$ cat config.mk
export PLATFORM = sky130hd
export DESIGN_NAME = irq_source_map
export DESIGN_NICKNAME = d
export VERILOG_FILES = /design/src/irq_map_pkg.sv /design/src/irq_source_map.sv
export SDC_FILE = /design/constraint.sdc
export NUM_CORES = 2
export LEC_CHECK = 0
export ABC_AREA = 0
export BUFFER_PORTS_ARGS = -buffer_cell sky130_fd_sc_hd__buf_2
export CORE_ASPECT_RATIO = 1.1
export CORE_MARGIN = 3
export CORE_UTILIZATION = 50
export DETAILED_ROUTE_END_ITERATION = 6
export PLACE_DENSITY = 0.67
export SLEW_MARGIN = 5
export SYNTH_ARGS = -nofsm -noshare
export SYNTH_HDL_FRONTEND = slang
export SYNTH_SLANG_ARGS = --single-unit
$ cat constraint.sdc
create_clock -name ref_clk -period 49.1 [get_ports ref_clk]
set_clock_uncertainty 0.05 [all_clocks]
set_input_delay 12.275 -clock ref_clk [delete_from_list [all_inputs] [get_ports ref_clk]]
set_output_delay 12.275 -clock ref_clk [all_outputs]
set_load 0.05 [all_outputs]
$ cat src/irq_map_pkg.sv
// constants and register map for the irq 81..109 source map slice
// What this block does
// each irq but 108 has offset bits 17:1, 3-bit priority, 2-bit sub-priority, flag, enable
// adc data channels 22..43 are irqs 81..102, flags 17..6, persistent
// usb suspend/resume is irq 103, bit 7, priority 28:26, non-persistent
// core performance counter is irq 104, bit 8, priority 4:2, non-persistent
// core fast debug channel is irq 105, bit 9, priority 12:10, persistent
// system bus protection violation is irq 106, bit 10, persistent
// crypto event is persistent irq 107 at bit 11; irq 108 has no bits
// spi one fault is persistent irq 109, bit 13, priority 12:10, sub 9:8
// graphics hsync and vsync interrupts are persistent after reset
// graphics type-select bit 31 switches them to non-persistent
// persistent flags re-set while source high; others set once per event
// pick highest priority, then sub-priority, then lowest irq; present offset
package irq_map_pkg;
    localparam int ADDR_W = 8;
    localparam int DATA_W = 32;
    localparam int NUM_SLOTS = 29;
    localparam int FIRST_IRQ = 81;
    localparam int IRQ_W = 7;
    localparam int PRI_W = 3;
    localparam int SUB_W = 2;
    localparam int OFF_HI = 17;
    localparam int OFF_W = 17;
    // flag / enable word layout: irq n sits at bit n-64 of {word3, word2}
    localparam int W2_LO = 17;
    localparam int W2_SLOTS = 15;
    localparam int W3_SLOTS = 14;
    localparam int RSV_SLOT = 27;
    // 1 = persistent, slot index is irq minus 81
    localparam logic [NUM_SLOTS-1:0] PERSIST_MASK = 29'h1f3f_ffff;
    localparam logic [NUM_SLOTS-1:0] RSV_MASK = 29'h0800_0000;
    // priority field positions inside one byte lane of a priority word
    localparam int PRI_LSB = 2;
    localparam int SUB_LSB = 0;
    localparam int FIRST_PRI_WORD = 20;
    localparam int NUM_PRI_WORDS = 8;
    // register offsets (byte addresses)
    localparam logic [ADDR_W-1:0] FLAG2_ADDR = 8'h00;
    localparam logic [ADDR_W-1:0] FLAG3_ADDR = 8'h04;
    localparam logic [ADDR_W-1:0] EN2_ADDR = 8'h08;
    localparam logic [ADDR_W-1:0] EN3_ADDR = 8'h0c;
    localparam logic [ADDR_W-1:0] GFX_ADDR = 8'h10;
    localparam logic [ADDR_W-1:0] ACTIVE_ADDR = 8'h14;
    localparam logic [ADDR_W-1:0] PRI_BASE = 8'h20;
    localparam logic [ADDR_W-1:0] OFF_BASE = 8'h80;
    // graphics register fields
    localparam int GFX_TYPE_BIT = 31;
    localparam int GFX_FLAG_LSB = 0;
    localparam int GFX_EN_LSB = 8;
    // active register fields
    localparam int ACT_VALID_BIT = 31;
    localparam int ACT_PRI_LSB = 8;
endpackage

$ cat src/irq_source_map.sv
// interrupt flag, enable, priority and vector selection for irqs 81..109
//
// The strobed register port and the address map were chosen for this implementation.
`timescale 1ns/1ps
module irq_source_map
    import irq_map_pkg::*;
(
    input wire logic ref_clk,
    input wire logic reset,
    input wire logic clk_en,
    input wire logic [ADDR_W-1:0] reg_addr,
    input wire logic [DATA_W-1:0] reg_wdata,
    input wire logic reg_wr,
    input wire logic reg_rd,
    output logic [DATA_W-1:0] reg_rdata,
    input wire logic [NUM_SLOTS-1:0] src_req,
    input wire logic gfx_hsync_req,
    input wire logic gfx_vsync_req,
    output logic irq_out,
    output logic vec_valid,
    output logic [IRQ_W-1:0] vec_irq,
    output logic [OFF_HI:0] vec_offset
);
    logic [NUM_SLOTS-1:0] flag_q;
    logic [NUM_SLOTS-1:0] en_q;
    logic [NUM_SLOTS-1:0] src_q;
    logic [PRI_W-1:0] pri_q [NUM_SLOTS];
    logic [SUB_W-1:0] sub_q [NUM_SLOTS];
    logic [OFF_W-1:0] off_q [NUM_SLOTS];
    logic [1:0] gfx_flag_q;
    logic [1:0] gfx_en_q;
    logic [1:0] gfx_src_q;
    logic gfx_type_q;
    logic [DATA_W-1:0] rdata_q;
    logic vec_valid_q;
    logic [IRQ_W-1:0] vec_irq_q;
    logic [4:0] vec_idx_q;
    logic [PRI_W-1:0] vec_pri_q;
    logic [OFF_HI:0] vec_off_q;

    // write decode
    wire wr_flag2 = reg_wr && reg_addr == FLAG2_ADDR;
    wire wr_flag3 = reg_wr && reg_addr == FLAG3_ADDR;
    wire wr_en2 = reg_wr && reg_addr == EN2_ADDR;
    wire wr_en3 = reg_wr && reg_addr == EN3_ADDR;
    wire wr_gfx = reg_wr && reg_addr == GFX_ADDR;

    // write-one-to-clear mask lined up on slots
    wire [NUM_SLOTS-1:0] clr_w2 = wr_flag2 ?
        {14'h0, reg_wdata[DATA_W-1:W2_LO]} : 29'h0;
    wire [NUM_SLOTS-1:0] clr_w3 = wr_flag3 ?
        {reg_wdata[W3_SLOTS-1:0], 15'h0} : 29'h0;
    wire [NUM_SLOTS-1:0] flag_clr = clr_w2 | clr_w3;
    wire [NUM_SLOTS-1:0] en_new = {
        wr_en3 ? reg_wdata[W3_SLOTS-1:0] : en_q[NUM_SLOTS-1:W2_SLOTS],
        wr_en2 ? reg_wdata[DATA_W-1:W2_LO] : en_q[W2_SLOTS-1:0]};

    // persistent sources set on level, the rest on a rising edge
    wire [NUM_SLOTS-1:0] src_edge = src_req & ~src_q;
    wire [NUM_SLOTS-1:0] flag_set = ~RSV_MASK &
        ((PERSIST_MASK & src_req) | (~PERSIST_MASK & src_edge));
    // set beats clear so an event in the clearing cycle survives
    wire [NUM_SLOTS-1:0] flag_d = flag_set | (flag_q & ~flag_clr);
    wire [NUM_SLOTS-1:0] pend = flag_q & en_q;

    // graphics sync sources: persistent until type-select is written with a one
    wire [1:0] gfx_src = {gfx_vsync_req, gfx_hsync_req};
    wire [1:0] gfx_set = gfx_type_q ? (gfx_src & ~gfx_src_q) : gfx_src;
    wire [1:0] gfx_clr = wr_gfx ? reg_wdata[GFX_FLAG_LSB+1:GFX_FLAG_LSB]
        : 2'h0;
    wire [1:0] gfx_flag_d = gfx_set | (gfx_flag_q & ~gfx_clr);
    wire gfx_pend = |(gfx_flag_q & gfx_en_q);

    // slot state; clk_en freezes everything except reset
    always_ff @(posedge ref_clk) begin
        if (reset) begin
            flag_q <= '0;
            en_q <= '0;
            src_q <= '0;
        end else if (clk_en) begin
            flag_q <= flag_d;
            en_q <= en_new & ~RSV_MASK;
            src_q <= src_req;
        end
    end

    // graphics control
    always_ff @(posedge ref_clk) begin
        if (reset) begin
            gfx_type_q <= 1'b0;
            gfx_flag_q <= 2'h0;
            gfx_en_q <= 2'h0;
            gfx_src_q <= 2'h0;
        end else if (clk_en) begin
            gfx_flag_q <= gfx_flag_d;
            gfx_src_q <= gfx_src;
            if (wr_gfx) begin
                gfx_type_q <= reg_wdata[GFX_TYPE_BIT];
                gfx_en_q <= reg_wdata[GFX_EN_LSB+1:GFX_EN_LSB];
            end
        end
    end

    // per-slot priority and offset storage; byte lane b = slot + 1
    logic [7:0] pri_byte [NUM_PRI_WORDS*4];
    assign pri_byte[0] = 8'h0;
    assign pri_byte[NUM_PRI_WORDS*4-2] = 8'h0;
    assign pri_byte[NUM_PRI_WORDS*4-1] = 8'h0;
    for (genvar s = 0; s < NUM_SLOTS; s++) begin : g_slot
        localparam int B = s + 1;
        localparam int LANE = (B % 4) * 8;
        localparam logic [ADDR_W-1:0] PADDR = PRI_BASE + 8'((B / 4) * 4);
        localparam logic [ADDR_W-1:0] OADDR = OFF_BASE + 8'(s * 4);
        wire wr_pri = reg_wr && reg_addr == PADDR;
        wire wr_off = reg_wr && reg_addr == OADDR;
        if (s == RSV_SLOT) begin : g_rsv
            // reserved irq keeps no priority or offset storage
            assign pri_q[s] = '0;
            assign sub_q[s] = '0;
            assign off_q[s] = '0;
        end else begin : g_live
            always_ff @(posedge ref_clk) begin
                if (reset) begin
                    pri_q[s] <= '0;
                    sub_q[s] <= '0;
                    off_q[s] <= '0;
                end else if (clk_en) begin
                    if (wr_pri) begin
                        pri_q[s] <= reg_wdata[LANE+PRI_LSB +: PRI_W];
                        sub_q[s] <= reg_wdata[LANE+SUB_LSB +: SUB_W];
                    end
                    if (wr_off) begin
                        off_q[s] <= reg_wdata[OFF_HI:1];
                    end
                end
            end
        end
        assign pri_byte[B] = {3'h0, pri_q[s], sub_q[s]};
    end

    // priority words assembled from four byte lanes each
    logic [DATA_W-1:0] pri_word [NUM_PRI_WORDS];
    for (genvar w = 0; w < NUM_PRI_WORDS; w++) begin : g_pword
        assign pri_word[w] = {pri_byte[4*w+3], pri_byte[4*w+2],
            pri_byte[4*w+1], pri_byte[4*w]};
    end

    // arbitration: strict greater-than keeps the lowest irq on a tie
    logic found;
    logic [4:0] best_idx;
    logic [PRI_W+SUB_W-1:0] best_key;
    always_comb begin
        found = 1'b0;
        best_idx = 5'h0;
        best_key = '0;
        for (int i = 0; i < NUM_SLOTS; i++) begin
            if (pend[i] && (!found || {pri_q[i], sub_q[i]} > best_key)) begin
                found = 1'b1;
                best_idx = 5'(i);
                best_key = {pri_q[i], sub_q[i]};
            end
        end
    end

    // registered vector towards the core, one cycle behind the flags
    always_ff @(posedge ref_clk) begin
        if (reset) begin
            vec_valid_q <= 1'b0;
            vec_idx_q <= 5'h0;
            vec_irq_q <= '0;
            vec_pri_q <= '0;
            vec_off_q <= '0;
        end else if (clk_en) begin
            vec_valid_q <= found;
            vec_idx_q <= best_idx;
            vec_irq_q <= IRQ_W'(FIRST_IRQ) + IRQ_W'(best_idx);
            vec_pri_q <= best_key[PRI_W+SUB_W-1:SUB_W];
            vec_off_q <= {off_q[best_idx], 1'b0};
        end
    end

    // read decode
    wire [ADDR_W-1:0] off_rel = reg_addr - OFF_BASE;
    wire [5:0] off_idx = off_rel[7:2];
    wire hit_pri = reg_addr[7:5] == PRI_BASE[7:5] && reg_addr[1:0] == 2'h0;
    wire hit_off = reg_addr >= OFF_BASE && reg_addr[1:0] == 2'h0 &&
        off_idx < 6'(NUM_SLOTS);
    wire [63:0] flag_map = {18'h0, flag_q, 17'h0};
    wire [63:0] en_map = {18'h0, en_q, 17'h0};
    wire [DATA_W-1:0] gfx_word = {gfx_type_q, 21'h0, gfx_en_q, 6'h0,
        gfx_flag_q};
    wire [DATA_W-1:0] act_word = {vec_valid_q, 20'h0, vec_pri_q, 1'h0,
        vec_irq_q};
    wire [DATA_W-1:0] off_word = hit_off ?
        {14'h0, off_q[off_idx[4:0]], 1'b0} : 32'h0;
    wire [DATA_W-1:0] rd_mux =
        reg_addr == FLAG2_ADDR ? flag_map[31:0] :
        reg_addr == FLAG3_ADDR ? flag_map[63:32] :
        reg_addr == EN2_ADDR ? en_map[31:0] :
        reg_addr == EN3_ADDR ? en_map[63:32] :
        reg_addr == GFX_ADDR ? gfx_word :
        reg_addr == ACTIVE_ADDR ? act_word :
        hit_pri ? pri_word[reg_addr[4:2]] : off_word;

    // read data valid only in the cycle after the strobe
    always_ff @(posedge ref_clk) begin
        if (reset) begin
            rdata_q <= '0;
        end else if (clk_en) begin
            rdata_q <= reg_rd ? rd_mux : 32'h0;
        end
    end

    assign reg_rdata = rdata_q;
    assign irq_out = |pend || gfx_pend;
    assign vec_valid = vec_valid_q;
    assign vec_irq = vec_irq_q;
    assign vec_offset = vec_off_q;

    // no pending slot may outrank the chosen one
    logic beaten;
    always_comb begin
        beaten = 1'b0;
        for (int i = 0; i < NUM_SLOTS; i++) begin
            if (pend[i] && {pri_q[i], sub_q[i]} > best_key) begin
                beaten = 1'b1;
            end
        end
    end
endmodule

==> key figures <==
STA
  – Minimum clock period: 47.40 ns
  – Relative slew slack: 0.110
  – Final Max Slew Viols: 0
  – Worst-margin pin slew: 1.33 ns
  – Final hold vios: 0
  – Setup violators final: 0
  – Fmax achieved: 21.1 MHz
  – Worst hold slack: 0.406 ns
  – Tcrit/Tclk final: 0.965

Floorplan
  – Die Height: 312 um
  – Top-Level Pins: 135
  – Core ar.: 83700 um^2
  – Standard-cell row count: 111
  – Initial Utilization: 0.507
  – Die width: 284 um
  – Die area: 88500 um^2

Worst setup path
  – Crit-path slowest cell: a22oi_2
  – Arr. time, crit path: 47.85 ns
  – CP startpoint kind: register
  – Worst path max stage delay: 0.43 ns
  – CP Class: reg2reg
  – Critical Path End Type: register
  – Worst Path Max Fanout: 8
  – WP data required: 49.55 ns
  – Worst path most repeated cell: ha_1

Yosys
  – Ys Warns: 0
  – Library cells used by synthesis: 107
  – Post-synth EDFFs: 0
  – Asr flop ratio synth: 0
  – Top cells by area, synth: dfxtp_1 35%, nand2_1 16%, a21oi_1 10%, mux4_2 7.4%, ha_1 3.4%
  – Post-Syn Instances: 5616
  – Post-synthesis average cell area: 7.56 um^2
  – Primary FF master, synth: dfxtp_1
  – Cell Area, Synth: 42500 um^2
  – Synth Register Bits: 742
  – Yosys top cell area share: 0.350
  – Syn_nets: 5809
  – Largest area contributor in the netlist: dfxtp_1
  – Part of the Yosys area used for sequential elements: 0.350

GRT
  – First-pass GRT wire length: 256000 um
  – Antenna violations before repair: 3
  – Largest net degree at the start of global routing: 231
  – Total track usage: 0.380
  – Vias in the first global route: 39800
  – Total gr overflow: 0

Outcome
  – Status: finished, violations left
  – Violated checks: DRC

Cells and area
  – Finished Cell Area: 49100 um^2
  – Most common cell after layout, fill and taps aside: nand2_1
  – NumNets Final: 5843
  – Fill count: 7561
  – Most frequent cells in the layout: 1768 x nand2_1, 849 x a21oi_1, 742 x dfxtp_1
  – Synth-to-layout area growth: 15.5%
  – Layout cell share with drive strength beyond 1: 0.166

Clock tree
  – Worst-path clk slew: 0.06 ns
  – CTS Root Cell: clkbuf_16
  – CTS Buf Count: 83
  – CTS tree: built
  – Clock Latency Late Sink: 0.66 ns
  – Clock sinks: 742
  – H-tree Lvls: 3
  – CTS Hold Buffers Added: 0
  – CTS max path bufs: 3

Power
  – Switching part of the total power: 0.246
  – Psw: 0.329 mW
  – Clock share of power: 0.489
  – Power per Cell Area: 27.3 nW/um^2
  – Maximum vdd ir drop: 22.9 uV
  – Static leakage: 17.0 nW
  – Reg power frac: 0.455
  – Int Pwr: 1.01 mW
  – Comb power frac: 0.055
  – Overall power: 1.34 mW

Drt
  – Via Count: 44300
  – First-pass DRT Iterations: 7
  – First DRT Iteration DRCs: 6196
  – DR vias/cell: 6.47
  – Final wirelength: 178000 um
  – DR WL/cell: 26.0 um
  – DRC Markers: 5
  – Remaining antenna violation count after routing: 0

Placed design
  – Post-DP Area: 44200 um^2
  – Detailed Place HPWL: 114000 um
  – Final Wtd Congestion: 0.967
  – Port Buffers: 132

Hold path
  – Class of the worst hold path: reg2reg

Run
  – Max cap viols: 0
power by group through the flow:
stage / Clock, mW / Sequential (mW) / Combinational [mW]
finish: 0.655 / 0.610 / 0.0739
global route: 0.681 / 0.610 / 0.0760
CTS: 0.657 / 0.610 / 0.0708
detailed placement: 0 / 0.623 / 0.0705
global placement: 0 / 0.623 / 0.0704
floorplan: 0 / 0.624 / 0.0425
final cells by class:
class                      instances  area [um^2]  area share
multi-input combinational       4314        26800       0.546
sequential                       742        14900       0.303
timing repair buffer             371         2700      0.0551
clock buffer                     117         2360      0.0481
tap                             1130         1410      0.0288
inverter                         138          520      0.0106
clock inverter                    28          433     0.00883
antenna                            1         2.50   0.0000510
state kept, by name, summed over array words and instances, names as in the netlist:
name / count
pri_byte: 140
gfx_en_q: 2
flag_q: 29
vec_pri_q: 3
vec_valid: 1
src_q: 2
gfx_src_q: 2
off_q: 476
en_q: 28
gfx_type_q: 1
vec_offset: 17
vec_irq: 7
gfx_flag_q: 2
reg_rdata: 32
cell usage after synthesis (all sizes together) (24+ instances only):
library cell,instances
a2111oi,24
and2,24
mux2,62
ha,117
and3,28
nor2b,32
dfxtp,742
inv,138
buf,62
mux2i,116
nor3,66
nand3,66
mux4,139
nand2,1774
o21ai,154
nor2,278
clkbuf,361
a221o,58
a22oi,83
a21oi,889
critical path, delay by kind of cell, from the launching register on:
family,cells,cell delay [ns]
compound gates,107,19.88
mux,24,7.03
flops,1,0.32
fa+ha+maj,32,8.62
simple gates,64,7.18
buf+inv,36,4.01
per-stage QoR:
step                      utilization  TNS [ns]  std cells  setup slack [ns]
after global placement          0.528     -9.30       6608            -0.723
after CTS                       0.566         0       6774            0.0234
after floorplan                     -         0       5616              1.36
final                           0.586         0       6841              1.70
after global routing            0.586    -12.76       6840            -0.721
after detailed placement        0.528    -22.37       6608             -1.37
routing by layer:
layer	share of wire	up-vias	global-route usage
li1	-	19700	-
met1	0.36	20900	0.475
met2	0.44	2952	0.584
met3	0.12	686	0.0901
met4	0.080	2	0.251
met5	0.000095	-	0
kinds of logic after synthesis:
kind of cell	share of synthesized area
flops	0.350
compound gates	0.221
other cells	0.0000883
xor+xnor	0.00165
simple gates	0.222
fa+ha+maj	0.0356
buf+inv	0.0514
mux	0.118
worst paths after layout:
path | start | to | slack (ns) | cells after the start
max | flag_q[0]$_SDFFE_PP0P_ | vec_offset[3]$_SDFFE_PP0P_ | 1.70 | 263
min | flag_q[27]$_SDFFE_PP0P_ | flag_q[27]$_SDFFE_PP0P_ | 0.41 | 2
max reg2reg | flag_q[0]$_SDFFE_PP0P_ | vec_offset[3]$_SDFFE_PP0P_ | 1.70 | 263
min reg2reg | flag_q[27]$_SDFFE_PP0P_ | flag_q[27]$_SDFFE_PP0P_ | 0.41 | 2
what timing repair did:
| action | 4_1_cts | 5_1_grt |
|---|---|---|
| setup endpoints to repair | 23 | 26 |
| pin swaps | 7 | 98 |
| cloned | 1 | 1 |
| resized for setup | 45 | 254 |
| setup buffers | 20 | 66 |
Note: power is estimated with default switching activity, not from simulation.
